**src/sce_pkg.sv**
```systemverilog
package sce_pkg;

    // Clock and serial timing.
    localparam int CLK_HZ = 125_000_000;
    localparam int BAUD_RATE = 9600;
    localparam int CLKS_PER_BIT = CLK_HZ / BAUD_RATE;
    localparam int DATA_TIMEOUT_BITS = 40;
    localparam int DATA_TIMEOUT_CLKS = CLKS_PER_BIT * DATA_TIMEOUT_BITS;
    localparam int UART_FRAME_BITS = 10;
    localparam int TX_FIFO_DEPTH = 8;

    // Command byte layout.
    localparam logic [1:0] OP_RAM_RD = 2'h3;
    localparam logic [1:0] OP_NV_RD = 2'h2;
    localparam logic [1:0] OP_NV_WR = 2'h1;
    localparam logic [1:0] OP_RAM_WR = 2'h0;
    localparam logic [5:0] ADDR_SOFT_RESET = 6'h3F;
    localparam logic [7:0] ACK_BYTE = 8'hBC;

    // Memory sizes and checksum.
    localparam int NV_DEPTH = 48;
    localparam int RAM_DEPTH = 64;
    localparam logic [5:0] NV_LAST = 6'h2F;
    localparam logic [7:0] CKSUM_TARGET = 8'hFF;
    localparam int CKSUM_EN_BIT = 7;

    // Nonvolatile map.
    localparam logic [5:0] NV_MODE = 6'h00;
    localparam logic [5:0] NV_BOOT_TRIM = 6'h01;
    localparam logic [5:0] NV_COARSE = 6'h02;
    localparam logic [5:0] NV_GAIN_LO = 6'h03;
    localparam logic [5:0] NV_OFS_LO = 6'h04;
    localparam logic [5:0] NV_GTC1_LO = 6'h05;
    localparam logic [5:0] NV_OTC1_LO = 6'h06;
    localparam logic [5:0] NV_FIXED_HI = 6'h11;
    localparam logic [5:0] NV_TC1_HI = 6'h12;
    localparam logic [5:0] NV_LOW_TRIM = 6'h20;
    localparam logic [5:0] NV_MID_TRIM = 6'h21;
    localparam logic [5:0] NV_HIGH_TRIM = 6'h22;
    localparam logic [5:0] NV_THR1 = 6'h23;
    localparam logic [5:0] NV_THR2 = 6'h24;
    localparam logic [5:0] NV_FAULT_HI = 6'h28;
    localparam logic [5:0] NV_FAULT_LO = 6'h29;
    localparam int HI_UPPER_LSB = 4;
    localparam int HI_LOWER_LSB = 0;

    // RAM map.
    localparam logic [5:0] RAM_TEMP_LO = 6'h00;
    localparam logic [5:0] RAM_TEMP_HI = 6'h01;
    localparam logic [5:0] RAM_GTC1_LO = 6'h02;
    localparam logic [5:0] RAM_OTC1_LO = 6'h03;
    localparam logic [5:0] RAM_TC1_HI = 6'h04;

    localparam int TEMP_W = 10;

    typedef enum logic [2:0] {
        SCE_INIT = 3'h0,
        SCE_IDLE = 3'h1,
        SCE_PUSH = 3'h2,
        SCE_WAIT_DATA = 3'h3,
        SCE_ACK1 = 3'h4,
        SCE_ACK2 = 3'h5,
        SCE_RST_ACK = 3'h6,
        SCE_RST_DRAIN = 3'h7
    } sce_state_t;

    typedef struct packed {
        logic [7:0] data;
        logic err;
    } sce_rx_t;

    typedef struct packed {
        logic [7:0] mode;
        logic [7:0] coarse;
        logic [9:0] fixed_gain;
        logic [9:0] fixed_offset;
        logic [12:0] gain_tc1;
        logic [12:0] offset_tc1;
        logic [7:0] first_band_threshold;
        logic [7:0] second_band_threshold;
        logic [7:0] low_band_clock_trim;
        logic [7:0] mid_band_clock_trim;
        logic [7:0] high_band_clock_trim;
        logic [9:0] fault_value;
    } sce_working_t;

endpackage

```
**src/sce_engine.sv**
```systemverilog
`timescale 1ns/1ps

module sce_fifo #(
    parameter int WIDTH = 8,
    parameter int DEPTH = 8
) (
    // Clock and reset.
    input wire logic i_clk,
    input wire logic i_rst,
    // Fill side.
    input wire logic i_in_valid,
    input wire logic [WIDTH-1:0] i_in_data,
    output logic o_in_ready,
    // Drain side.
    output logic o_out_valid,
    output logic [WIDTH-1:0] o_out_data,
    input wire logic i_out_ready
);
    localparam int AW = $clog2(DEPTH);

    typedef struct packed {
        logic [DEPTH-1:0][WIDTH-1:0] mem;
        logic [AW-1:0] wr_ptr;
        logic [AW-1:0] rd_ptr;
        logic [AW:0] count;
    } sce_fifo_state_t;

    sce_fifo_state_t st_reg;
    sce_fifo_state_t st_next;
    logic do_push;
    logic do_pop;

    initial begin
        if (DEPTH < 2 || (1 << AW) != DEPTH || WIDTH < 1) begin
            $error("sce_fifo: DEPTH must be a power of two of at least 2");
        end
    end

    assign o_in_ready = (st_reg.count != (AW + 1)'(DEPTH));
    assign o_out_valid = (st_reg.count != '0);
    assign o_out_data = st_reg.mem[st_reg.rd_ptr];
    assign do_push = i_in_valid && o_in_ready;
    assign do_pop = o_out_valid && i_out_ready;

    always_comb begin
        st_next = st_reg;
        if (do_push) begin
            st_next.mem[st_reg.wr_ptr] = i_in_data;
            st_next.wr_ptr = st_reg.wr_ptr + 1'b1;
        end
        if (do_pop) begin
            st_next.rd_ptr = st_reg.rd_ptr + 1'b1;
        end
        st_next.count = st_reg.count + (AW + 1)'(do_push) - (AW + 1)'(do_pop);
        if (i_rst) begin
            st_next = '0;
        end
    end

    always_ff @(posedge i_clk) begin
        st_reg <= st_next;
    end
endmodule // sce_fifo

module sce_engine
    import sce_pkg::*;
#(
    parameter int P_CLKS_PER_BIT = sce_pkg::CLKS_PER_BIT,
    parameter int P_DATA_TIMEOUT = sce_pkg::DATA_TIMEOUT_CLKS
) (
    // Clock and reset.
    input wire logic i_clk,
    input wire logic i_rst,
    // Serial link pins.
    input wire logic i_uart_rx,
    output logic o_uart_tx,
    // Conditioning path.
    input wire logic [sce_pkg::TEMP_W-1:0] i_temp_code,
    input wire logic [9:0] i_cond_value,
    output logic [9:0] o_output_value,
    output logic o_fault,
    // Clock trim and working settings.
    output logic o_booting,
    output logic [7:0] o_clock_trim,
    output sce_pkg::sce_working_t o_working
);
    import sce_pkg::*;

    typedef struct packed {
        logic [NV_DEPTH-1:0][7:0] nv;
        logic [RAM_DEPTH-1:0][7:0] ram;
        sce_state_t state;
        sce_state_t ret_state;
        logic [7:0] push_byte;
        logic [1:0] cmd_op;
        logic [5:0] cmd_addr;
        logic [5:0] idx;
        logic [7:0] sum;
        logic [23:0] tmo;
        logic rx_s1;
        logic rx_s2;
        logic rx_busy;
        logic [15:0] rx_cnt;
        logic [3:0] rx_idx;
        logic [7:0] rx_shift;
        logic rx_valid;
        sce_rx_t rx_out;
        logic tx_busy;
        logic [15:0] tx_cnt;
        logic [3:0] tx_idx;
        logic [9:0] tx_shift;
        logic tx_line;
        logic booting;
        logic fault;
        logic [7:0] trim;
        logic [9:0] out_val;
        sce_working_t work;
    } sce_engine_state_t;

    sce_engine_state_t st_reg;
    sce_engine_state_t st_next;
    logic push_valid;
    logic [7:0] push_data;
    logic fifo_in_ready;
    logic fifo_out_valid;
    logic [7:0] fifo_out_data;
    logic tx_pop;
    logic [7:0] final_sum;

    initial begin
        if (P_CLKS_PER_BIT < 4 || P_CLKS_PER_BIT > 65535) begin
            $error("sce_engine: P_CLKS_PER_BIT out of range");
        end
        if (P_DATA_TIMEOUT < 2 || P_DATA_TIMEOUT > 16777215) begin
            $error("sce_engine: P_DATA_TIMEOUT out of range");
        end
    end

    // Sign-magnitude to two's complement, so downstream arithmetic needs no sign handling.
    function automatic logic [12:0] sm_to_signed(input logic [11:0] v);
        logic [12:0] mag;
        mag = {2'h0, v[10:0]};
        return v[11] ? 13'(-mag) : mag;
    endfunction

    function automatic logic [7:0] band_trim(input logic [7:0] t, input sce_working_t w);
        if (t < w.first_band_threshold) begin
            return w.low_band_clock_trim;
        end else if (t < w.second_band_threshold) begin
            return w.mid_band_clock_trim;
        end
        return w.high_band_clock_trim;
    endfunction

    assign push_valid = (st_reg.state == SCE_PUSH) || (st_reg.state == SCE_ACK1)
        || (st_reg.state == SCE_ACK2) || (st_reg.state == SCE_RST_ACK);
    assign push_data = (st_reg.state == SCE_PUSH) ? st_reg.push_byte : ACK_BYTE;
    assign tx_pop = !st_reg.tx_busy;
    assign final_sum = st_reg.sum + st_reg.nv[st_reg.idx];

    sce_fifo #(
        .WIDTH(8),
        .DEPTH(TX_FIFO_DEPTH)
    ) u_tx_fifo (
        .i_clk(i_clk),
        .i_rst(i_rst),
        .i_in_valid(push_valid),
        .i_in_data(push_data),
        .o_in_ready(fifo_in_ready),
        .o_out_valid(fifo_out_valid),
        .o_out_data(fifo_out_data),
        .i_out_ready(tx_pop)
    );

    always_comb begin
        st_next = st_reg;
        st_next.rx_valid = 1'b0;
        // Receiver, 8N1 sampled mid-bit after a two-stage synchroniser.
        st_next.rx_s1 = i_uart_rx;
        st_next.rx_s2 = st_reg.rx_s1;
        if (!st_reg.rx_busy) begin
            if (!st_reg.rx_s2) begin
                st_next.rx_busy = 1'b1;
                st_next.rx_idx = '0;
                st_next.rx_cnt = 16'(P_CLKS_PER_BIT / 2);
            end
        end else if (st_reg.rx_cnt != '0) begin
            st_next.rx_cnt = st_reg.rx_cnt - 1'b1;
        end else begin
            st_next.rx_cnt = 16'(P_CLKS_PER_BIT - 1);
            st_next.rx_idx = st_reg.rx_idx + 1'b1;
            if (st_reg.rx_idx == '0) begin
                st_next.rx_busy = !st_reg.rx_s2;
            end else if (st_reg.rx_idx == 4'(UART_FRAME_BITS - 1)) begin
                st_next.rx_busy = 1'b0;
                st_next.rx_valid = 1'b1;
                st_next.rx_out.data = st_reg.rx_shift;
                st_next.rx_out.err = !st_reg.rx_s2;
            end else begin
                st_next.rx_shift = {st_reg.rx_s2, st_reg.rx_shift[7:1]};
            end
        end
        // Transmitter: start bit, data LSB first, stop bit.
        if (!st_reg.tx_busy) begin
            st_next.tx_line = 1'b1;
            if (fifo_out_valid) begin
                st_next.tx_busy = 1'b1;
                st_next.tx_shift = {1'b1, fifo_out_data, 1'b0};
                st_next.tx_idx = '0;
                st_next.tx_cnt = 16'(P_CLKS_PER_BIT - 1);
                st_next.tx_line = 1'b0;
            end
        end else if (st_reg.tx_cnt != '0) begin
            st_next.tx_cnt = st_reg.tx_cnt - 1'b1;
        end else if (st_reg.tx_idx == 4'(UART_FRAME_BITS - 1)) begin
            st_next.tx_busy = 1'b0;
            st_next.tx_line = 1'b1;
        end else begin
            st_next.tx_cnt = 16'(P_CLKS_PER_BIT - 1);
            st_next.tx_idx = st_reg.tx_idx + 1'b1;
            st_next.tx_shift = {1'b1, st_reg.tx_shift[9:1]};
            st_next.tx_line = st_reg.tx_shift[1];
        end
        // Command engine.
        case (st_reg.state)
            SCE_INIT: begin
                st_next.sum = final_sum;
                st_next.idx = st_reg.idx + 1'b1;
                if (st_reg.idx == NV_LAST) begin
                    st_next.fault = st_reg.nv[NV_MODE][CKSUM_EN_BIT]
                        && (final_sum != CKSUM_TARGET);
                    st_next.work.mode = st_reg.nv[NV_MODE];
                    st_next.work.coarse = st_reg.nv[NV_COARSE];
                    st_next.work.fixed_gain = {st_reg.nv[NV_FIXED_HI][HI_UPPER_LSB +: 2],
                        st_reg.nv[NV_GAIN_LO]};
                    st_next.work.fixed_offset = {st_reg.nv[NV_FIXED_HI][HI_LOWER_LSB +: 2],
                        st_reg.nv[NV_OFS_LO]};
                    st_next.work.gain_tc1 = sm_to_signed({st_reg.nv[NV_TC1_HI][HI_UPPER_LSB +: 4],
                        st_reg.nv[NV_GTC1_LO]});
                    st_next.work.offset_tc1 = sm_to_signed({st_reg.nv[NV_TC1_HI][HI_LOWER_LSB +: 4],
                        st_reg.nv[NV_OTC1_LO]});
                    st_next.work.first_band_threshold = st_reg.nv[NV_THR1];
                    st_next.work.second_band_threshold = st_reg.nv[NV_THR2];
                    st_next.work.low_band_clock_trim = st_reg.nv[NV_LOW_TRIM];
                    st_next.work.mid_band_clock_trim = st_reg.nv[NV_MID_TRIM];
                    st_next.work.high_band_clock_trim = st_reg.nv[NV_HIGH_TRIM];
                    st_next.work.fault_value = {st_reg.nv[NV_FAULT_HI][1:0],
                        st_reg.nv[NV_FAULT_LO]};
                    st_next.ram[RAM_GTC1_LO] = st_reg.nv[NV_GTC1_LO];
                    st_next.ram[RAM_OTC1_LO] = st_reg.nv[NV_OTC1_LO];
                    st_next.ram[RAM_TC1_HI] = st_reg.nv[NV_TC1_HI];
                    st_next.booting = 1'b0;
                    st_next.state = SCE_IDLE;
                end
            end
            SCE_IDLE: begin
                if (st_reg.rx_valid && !st_reg.rx_out.err) begin
                    st_next.cmd_op = st_reg.rx_out.data[7:6];
                    st_next.cmd_addr = st_reg.rx_out.data[5:0];
                    st_next.state = SCE_PUSH;
                    st_next.ret_state = SCE_IDLE;
                    st_next.tmo = '0;
                    case (st_reg.rx_out.data[7:6])
                        OP_RAM_RD: begin
                            st_next.push_byte = st_reg.ram[st_reg.rx_out.data[5:0]];
                        end
                        OP_NV_RD: begin
                            if (st_reg.rx_out.data[5:0] == ADDR_SOFT_RESET) begin
                                st_next.state = SCE_RST_ACK;
                            end else if (st_reg.rx_out.data[5:0] <= NV_LAST) begin
                                st_next.push_byte = st_reg.nv[st_reg.rx_out.data[5:0]];
                            end else begin
                                st_next.push_byte = 8'h00;
                            end
                        end
                        default: begin
                            st_next.push_byte = st_reg.rx_out.data;
                            st_next.ret_state = SCE_WAIT_DATA;
                        end
                    endcase
                end
            end
            SCE_PUSH: begin
                if (fifo_in_ready) begin
                    st_next.state = st_reg.ret_state;
                end
            end
            SCE_WAIT_DATA: begin
                st_next.tmo = st_reg.tmo + 1'b1;
                if (st_reg.rx_valid) begin
                    st_next.state = SCE_IDLE;
                    if (!st_reg.rx_out.err) begin
                        if (st_reg.cmd_op == OP_RAM_WR) begin
                            st_next.ram[st_reg.cmd_addr] = st_reg.rx_out.data;
                            st_next.state = SCE_ACK1;
                        end else if (st_reg.cmd_addr <= NV_LAST) begin
                            st_next.nv[st_reg.cmd_addr] = st_reg.rx_out.data;
                            st_next.state = SCE_ACK1;
                        end
                    end
                end else if (st_reg.tmo == 24'(P_DATA_TIMEOUT - 1)) begin
                    st_next.state = SCE_IDLE;
                end
            end
            SCE_ACK1: begin
                if (fifo_in_ready) begin
                    st_next.state = SCE_ACK2;
                end
            end
            SCE_ACK2: begin
                if (fifo_in_ready) begin
                    st_next.state = SCE_IDLE;
                end
            end
            SCE_RST_ACK: begin
                if (fifo_in_ready) begin
                    st_next.state = SCE_RST_DRAIN;
                end
            end
            SCE_RST_DRAIN: begin
                // Wait for the confirmation byte to leave the pin before reset wipes the sender.
                if (!fifo_out_valid && !st_reg.tx_busy) begin
                    st_next = '0;
                    st_next.nv = st_reg.nv;
                    st_next.rx_s1 = 1'b1;
                    st_next.rx_s2 = 1'b1;
                    st_next.tx_line = 1'b1;
                    st_next.booting = 1'b1;
                    st_next.state = SCE_INIT;
                end
            end
            default: begin
                st_next.state = SCE_IDLE;
            end
        endcase
        // The 10-bit temperature code is kept in two RAM bytes and overrides host writes there.
        st_next.ram[RAM_TEMP_LO] = i_temp_code[7:0];
        st_next.ram[RAM_TEMP_HI] = 8'(i_temp_code[TEMP_W-1:8]);
        st_next.trim = st_reg.booting ? st_reg.nv[NV_BOOT_TRIM]
            : band_trim(i_temp_code[TEMP_W-1 -: 8], st_reg.work);
        st_next.out_val = st_reg.fault ? st_reg.work.fault_value : i_cond_value;
        // Power-up reset models a blank part: nonvolatile contents start at zero.
        if (i_rst) begin
            st_next = '0;
            st_next.rx_s1 = 1'b1;
            st_next.rx_s2 = 1'b1;
            st_next.tx_line = 1'b1;
            st_next.booting = 1'b1;
            st_next.state = SCE_INIT;
        end
    end

    always_ff @(posedge i_clk) begin
        st_reg <= st_next;
    end

    assign o_uart_tx = st_reg.tx_line;
    assign o_output_value = st_reg.out_val;
    assign o_fault = st_reg.fault;
    assign o_booting = st_reg.booting;
    assign o_clock_trim = st_reg.trim;
    assign o_working = st_reg.work;

    logic cmd_in;
    assign cmd_in = st_reg.state == SCE_IDLE && st_reg.rx_valid && !st_reg.rx_out.err;

    property p_reset_cmd;
        @(posedge i_clk) disable iff (i_rst)
        cmd_in && st_reg.rx_out.data == {OP_NV_RD, ADDR_SOFT_RESET} |=> st_reg.state == SCE_RST_ACK;
    endproperty
    a_reset_cmd: assert property (p_reset_cmd) else $error("reset command not taken");

    property p_echo;
        @(posedge i_clk) disable iff (i_rst)
        cmd_in && !st_reg.rx_out.data[7] |=> st_reg.state == SCE_PUSH
            && st_reg.push_byte == $past(st_reg.rx_out.data) && st_reg.ret_state == SCE_WAIT_DATA;
    endproperty
    a_echo: assert property (p_echo) else $error("write command not echoed");

    property p_read_reply;
        @(posedge i_clk) disable iff (i_rst)
        cmd_in && st_reg.rx_out.data[7:6] == OP_RAM_RD
            |=> st_reg.push_byte == $past(st_reg.ram[st_reg.rx_out.data[5:0]]);
    endproperty
    a_read_reply: assert property (p_read_reply) else $error("wrong read reply");

    property p_ack_pair;
        @(posedge i_clk) disable iff (i_rst)
        st_reg.state == SCE_ACK1 && fifo_in_ready |=> st_reg.state == SCE_ACK2 && push_data == ACK_BYTE;
    endproperty
    a_ack_pair: assert property (p_ack_pair) else $error("second ack byte missing");

    property p_bad_data;
        @(posedge i_clk) disable iff (i_rst)
        st_reg.state == SCE_WAIT_DATA && st_reg.rx_valid && st_reg.rx_out.err
            |=> st_reg.state == SCE_IDLE && $stable(st_reg.nv);
    endproperty
    a_bad_data: assert property (p_bad_data) else $error("broken data byte stored");

    property p_boot_trim;
        @(posedge i_clk) disable iff (i_rst)
        st_reg.booting |=> o_clock_trim == $past(st_reg.nv[NV_BOOT_TRIM]);
    endproperty
    a_boot_trim: assert property (p_boot_trim) else $error("boot trim not applied");

    property p_checksum;
        @(posedge i_clk) disable iff (i_rst)
        st_reg.state == SCE_INIT && st_reg.idx == NV_LAST
            |=> o_fault == ($past(st_reg.nv[NV_MODE][CKSUM_EN_BIT]) && $past(final_sum) != CKSUM_TARGET);
    endproperty
    a_checksum: assert property (p_checksum) else $error("checksum verdict wrong");

    property p_fault_out;
        @(posedge i_clk) disable iff (i_rst)
        o_fault ##1 o_fault |-> o_output_value == $past(st_reg.work.fault_value);
    endproperty
    a_fault_out: assert property (p_fault_out) else $error("fault value not driven");

    property p_work_stable;
        @(posedge i_clk) disable iff (i_rst)
        st_reg.state == SCE_IDLE |=> $stable(o_working);
    endproperty
    a_work_stable: assert property (p_work_stable) else $error("settings changed outside init");

    c_write_acked: cover property (@(posedge i_clk) st_reg.state == SCE_ACK2 && fifo_in_ready);
    c_soft_reset: cover property (@(posedge i_clk) st_reg.state == SCE_RST_DRAIN ##1 st_reg.state == SCE_INIT);
    c_cksum_fail: cover property (@(posedge i_clk) $rose(o_fault));
endmodule // sce_engine

```
**config.mk**
```make
export PLATFORM = sky130hd
export DESIGN_NAME = sce_engine
export DESIGN_NICKNAME = d
export VERILOG_FILES = /design/src/sce_pkg.sv /design/src/sce_engine.sv
export SDC_FILE = /design/constraint.sdc
export NUM_CORES = 2
export LEC_CHECK = 0
export ABC_AREA = 1
export BUFFER_PORTS_ARGS = -buffer_cell sky130_fd_sc_hd__buf_2
export CORE_ASPECT_RATIO = 0.8
export CORE_UTILIZATION = 52
export DETAILED_ROUTE_END_ITERATION = 12
export GPL_ROUTABILITY_DRIVEN = 0
export PLACE_DENSITY = 0.71
export REMOVE_ABC_BUFFERS = 1
export SKIP_CTS_REPAIR_TIMING = 1
export SLEW_MARGIN = 40
export SYNTH_ARGS = -nofsm -noshare
export SYNTH_HDL_FRONTEND = slang
export SYNTH_HIERARCHICAL = 1
export SYNTH_SLANG_ARGS = --single-unit
```
**constraint.sdc**
```tcl
create_clock -name i_clk -period 3.7 [get_ports i_clk]
set_clock_uncertainty 0.1 [all_clocks]
set_input_delay 0.37 -clock i_clk [delete_from_list [all_inputs] [get_ports i_clk]]
set_output_delay 0.37 -clock i_clk [all_outputs]
set_load 0.02 [all_outputs]
```
# Yosys cells after proc, flatten, opt, wreduce, memory -nomap -nowiden
# Index checks and enable logic that the tools add are counted.
# Widths: inputs -> output; s select.
[totals]
reg_bits = 1235
output_inout_bits = 133
word_cells = 331
[op_classes]
add_sub_neg = 13
order_cmp = 11
eq_ne = 28
muxes = 79
n_bitwise = 3
reduce_logical = 35
[op_table]
columns = ["cell", "count"]
rows = [
  ["$pmux 856 s2", 1],
  ["$mux 899", 1],
  ["$mux 896", 1],
  ["$mux 777", 1],
  ["$mux 384", 2],
  ["$bwmux 512", 1],
  ["$mux 512", 1],
  ["$bwmux 384", 1],
  ["$pmux 112 s2", 1],
  ["$bmux 8 s6", 3],
  ["$pmux 24 s3", 2],
  ["$mux 112", 1],
  ["$mux 8", 14],
  ["$mux 73", 1],
  ["$bwmux 64", 1],
  ["$mux 32", 2],
  ["$demux 8 s6", 1],
  ["$mux 24", 2],
  ["$mux 22", 2],
  ["$mux 21", 2],
  ["$pmux 19 s2", 1],
  ["$mux 18", 2],
  ["$mux 3", 11],
  ["$mux 16", 2],
  ["57 further kinds", 112],
]

# Longest topological paths before layout
[depth]
ltp_word = 10
mapped_depth = 24
depth_no_buf = 21

# Modules after synthesis
# The synthesis kept the hierarchy.
[modules_own_cells]
columns = ["module", "n_inst", "cells_per_inst", "area_per_inst_um2", "seq_area_each_um2"]
rows = [
  ["sce_engine", 1, 8721, 57380.0, 23082.1],
  ["sce_fifo", 1, 607, 3882.5, 1481.4],
]

# Worst setup path after synthesis
# Ideal clock, no wire load.
[synth_path]
path_type = "flip-flop to flip-flop"
start = "register st_reg[238] (netlist bit)"
end = "register st_reg, in the netlist o_fault"
setup_ps = 132
t_arrival_ps = 3230
t_required_ps = 3468
slack_ps = 238
path_stages_with_launch = 24
path_buffers = 4
synth_period_minus_slack_ps = 3462
path_cell_list = "dfxtp_1 -> buf_2 -> buf_2 -> buf_1 -> clkbuf_1 -> o21ai_0 -> o21ai_0 -> nand2_1 -> nand3_1 -> a32o_1 -> ha_1 -> inv_1 -> fa_1 -> nand3b_1 -> nand2_1 -> nand2_1 -> nand2_1 -> a21oi_1 -> xnor2_1 -> nand2_1 -> nor2_1 -> nand2_1 -> nand2_1 -> a21oi_1"
[synth_between]
elab_chain_cells = 7
word_cells_on_any_way = 10
classes_between = "add/sub (1); eq/ne (3); mux (4); reduce/logical (2)"
[synth_lines]
columns = ["item", "line_no", "rtl"]
rows = [
  ["from (decl)", "sce_engine.sv:120", "sce_engine_state_t st_reg;"],
  ["from (signal assigned)", "sce_engine.sv:354", "st_reg <= st_next;"],
  ["$bmux 8 s6", "sce_engine.sv:159", "assign final_sum = st_reg.sum + st_reg.nv[st_reg.idx];"],
  ["$mux 8 (implied by the code)", "sce_engine.sv:159", ""],
  ["$add 8x8->8", "sce_engine.sv:159", ""],
  ["$ne 8x8->1", "sce_engine.sv:231", "&& (final_sum != CKSUM_TARGET);"],
  ["$logic_and 1x1->1", "sce_engine.sv:231", ""],
  ["$mux 2", "sce_engine.sv:229", "if (st_reg.idx == NV_LAST) begin"],
  ["$pmux 2 s2", "sce_engine.sv:225", "case (st_reg.state)"],
]
# Parallel ways exist; a longest one is shown, timed or not. The select of a mux whose other input is x is not followed.
# A chain may end at the register's enable or synchronous reset.

# Worst setup path after layout
# Ends and elaborated chain as after synthesis.

==> summary.md <==
| Metric | Value |
|---|---|
| FFs w/ async S/R, synth | 0% |
| Layout net count | 9,195 |
| First-pass GRT wire length | 348,000 um |
| Gate power share | 23.5% |
| Post-Synthesis Cells | 9,328 |
| Worst Path Max Fanout | 15 |
| Peak VDD IR | 0.531 mV |
| Outcome | complete, no violations |
| Clk Latency, worst-skew pair | 0.76 ns |
| Worst setup startpoint | st_reg[238]$_SDFFE_PP0P_ |
| Seq cells post-synth | 1,227 |
| Placed cell area | 63,100 um^2 |
| Count of different cell masters after synthesis | 61 |
| R2R depth | 22 |
| Initial Util | 52.5% |
| Final worst path period need | 3.58 ns |
| CP max stage delay | 0.40 ns |
| Top post-synthesis cells by area | dfxtp_1 (40%), nand2_1 (16%), a21oi_1 (12%) |
| Top post-synthesis cells by count | nand2_1 (2,608), a21oi_1 (1,436), dfxtp_1 (1,227) |
| # DRC | 0 |
| Initial antenna violation count | 1 |
| Worst-path cell chain | buf_12 -> buf_4 -> a21oi_1 -> o21ai_0 -> nand3_1 -> nand3_2 -> nand3_1 -> a32o_2 -> ha_1 -> inv_1 -> fa_1 -> nand3b_1 -> nand2_1 -> nand2_1 -> nand2_1 -> a21oi_1 -> xnor2_1 -> nand2_1 -> nor2_1 -> nand2_1 -> nand2_1 -> a21oi_1 |
| Clock network power share | 37.7% |
| Max cap viols | 0 |
| Hold worst-path end | o_output_value[1]$_SDFF_PP0_ |
| Largest net degree at the start of global routing | 201 |
| Worst Tran Pin Value | 0.914 ns |
| TritonCTS buffer count | 120 |
| Max Clock Freq | 0.280 GHz |
| Pwr/cell area | 528 nW/um^2 |
| M3 GR Usage | 11.6% |
| IO buf count | 155 |
| Sequential area share after synthesis | 40.1% |
| Post-synth top area share | 40.1% |
| DR vias | 65,547 |
| HP Start | i_cond_value[1] |
| Share of cells above drive strength 1 | 8.51% |
| Routing usage on met2 | 51.6% |
| Critical path startpoint category | flip-flop |
| Sequential power share | 38.9% |
| TritonCTS clock tree | yes |
| Die Area | 119,000 um^2 |
| Core footprint | 117,000 um^2 |
| Die width | 386 um |
| Yosys warning count | 6 |
| GRT overflow | 0 |
| Crit path required time | 4.20 ns |
| Overall Global Routing Usage | 37.5% |
| Yosys top cell by area | dfxtp_1 |
| Met1 Track Usage GR | 52.4% |
| Layout overhead on the synthesized area | 10.7% |
| Pre-antenna DRT Iters | 9 |
| Via density | 6.08 |
| FF-to-FF End | o_fault$_SDFFE_PP0P_ |
| Net switching power | 12.0 mW |
| FP Rows | 112 |
| Final period util | 96.7% |
| FF-to-FF setup slack | 0.12 ns |
| Slew Limit Fails | 0 |
| Largest register FFs | 1,020 |
| Reg2Reg Launch Point | st_reg[238]$_SDFFE_PP0P_ |
| Clock Sinks | 1,227 |
| DIE HEIGHT | 309 um |
| CP max-delay cell | fa_1 |
| Root Buffer | clkbuf_16 |
| Synthesized area per cell | 6.57 um^2 |
| Critical Path AT | 4.08 ns |
| DR iter-0 viols | 10,606 |
| Setup crit end kind | flip-flop |
| Main flop type after synthesis | dfxtp_1 |
| Power Total | 35.8 mW |
| Ports | 156 |
| Final Hold Viols | 0 |
| Hold depth | 4 |
| Gr busiest metal | met1 |
| Final setup fails | 0 |
| Sw frac | 33.5% |
| WL per Instance | 21.7 um |
| CP Class | flip-flop to flip-flop |
| H-tree levels | 3 |
| Clk slew on worst S/H paths | 0.07 ns |
| Leak | 23.5 nW |
| CTS max path bufs | 3 |
| Routed wire length | 234,000 um |
| Critical Path Most Common Cell | nand2_1 |
| Count leader, synth | nand2_1 |
| Finished Cell Area | 67,800 um^2 |
| Slew HR | 39.1% |
| Vias in the first global route | 57,435 |
| Final HPWL from detailed placement | 157,000 um |
| Number of routed nets with antenna violations | 0 |
| EDFF count, synth | 0 |
| Hold crit path type | primary input to flip-flop |
| Cell area after synthesis | 61,300 um^2 |
| P_int | 23.8 mW |
==> metal layers <==
layer  routed length, um  vias up
li1                    -    30086
met1               93500    30300
met4               12900       10
met2               92700     4424
met5                 418        -
met3               34700      727
==> power groups by stage <==
stage | registers [mW] | logic, mW | clock network [mW]
after CTS | 13.9 | 7.72 | 13.5
after floorplan | 14.5 | 4.37 | 0
after global placement | 14.2 | 7.56 | 0
after detailed placement | 14.2 | 7.68 | 0
after global routing | 13.9 | 8.91 | 14.0
final | 13.9 | 8.40 | 13.5
==> per-stage QoR <==
step | util (%) | TNS [ns] | cells | setup slack, ns | hold WS, ns
final | 58.1 | 0 | 10775 | 0.122 | 0.298
after global routing | 58.1 | -0.0525 | 10774 | -0.0525 | 0.305
after CTS | 57.8 | 0 | 10744 | 0.225 | -0.285
after detailed placement | 54.1 | 0 | 10517 | 0.267 | 0.303
after global placement | 54.0 | 0 | 10516 | 0.209 | 0.301
after floorplan | - | -3563.11 | 8569 | -14.67 | 0.293
==> logic make-up after synthesis <==
kind of cell             count (synthesis)  synth area share [%]
XOR/XNOR                                27                 0.386
flip-flops                            1227                  40.1
adder cells (fa/ha/maj)                 42                 0.882
AO/OA/AOI/OAI                         2447                  21.1
AND/OR/NAND/NOR                       4222                  28.1
buffers and inverters                 1363                  9.50
==> cell type report <==
class | count | area [um^2]
flip-flops and latches | 1227 | 24600
diodes | 1 | 2.50
fillers | 10953 | 48900
clock buffers | 163 | 3450
multi-input cells | 6738 | 31000
repair buffers | 439 | 3710
clock inverters | 64 | 867
well taps | 1539 | 1930
inverters | 604 | 2290
==> worst max path at each step <==
stage	endpoint	slack [ns]	cells after the start
2_1_floorplan	st_reg[252]$_SDFFE_PP0P_	-14.67	11
3_3_place_gp	o_fault$_SDFFE_PP0P_	0.21	20
3_5_place_dp	o_fault$_SDFFE_PP0P_	0.27	20
4_1_cts	o_fault$_SDFFE_PP0P_	0.22	20
5_1_grt	o_fault$_SDFFE_PP0P_	-0.05	23
6_report	o_fault$_SDFFE_PP0P_	0.12	22
==> worst max-delay path, delay by kind of cell, from the launching register on <==
family                   cells  cell delay, ns
AND/OR/NAND/NOR             11            1.22
adder cells (fa/ha/maj)      2            0.56
AO/OA/AOI/OAI                5            0.52
XOR/XNOR                     1            0.24
buffers and inverters        3            0.40
flip-flops                   1            0.37
==> layout by cell type, fill, tap and decap left out, types with 15 or more instances in the layout <==
cell / Yosys / final
o211ai_1: 130 / 130
nand3_1: 519 / 517
nor2_4: 14 / 27
inv_1: 559 / 557
nand2_1: 2608 / 2606
buf_2: 110 / 155
inv_2: 29 / 26
clkinv_2: 0 / 25
clkinv_1: 16 / 15
ha_1: 40 / 40
buf_12: 0 / 50
o21ai_1: 58 / 60
a31oi_1: 15 / 15
bufinv_16: 0 / 18
nor2_1: 835 / 827
clkbuf_8: 0 / 26
xor2_1: 19 / 19
o21ai_2: 18 / 19
clkbuf_1: 451 / 16
dfxtp_1: 1227 / 1221
o21ai_0: 706 / 703
nor3_1: 78 / 78
nand4_1: 88 / 88
buf_4: 143 / 200
or2_2: 37 / 37
clkbuf_16: 0 / 124
o22ai_1: 24 / 23
a21oi_1: 1436 / 1436
dlygate4sd3_1: 0 / 22
No activity file was read; power rests on OpenSTA's default activity.
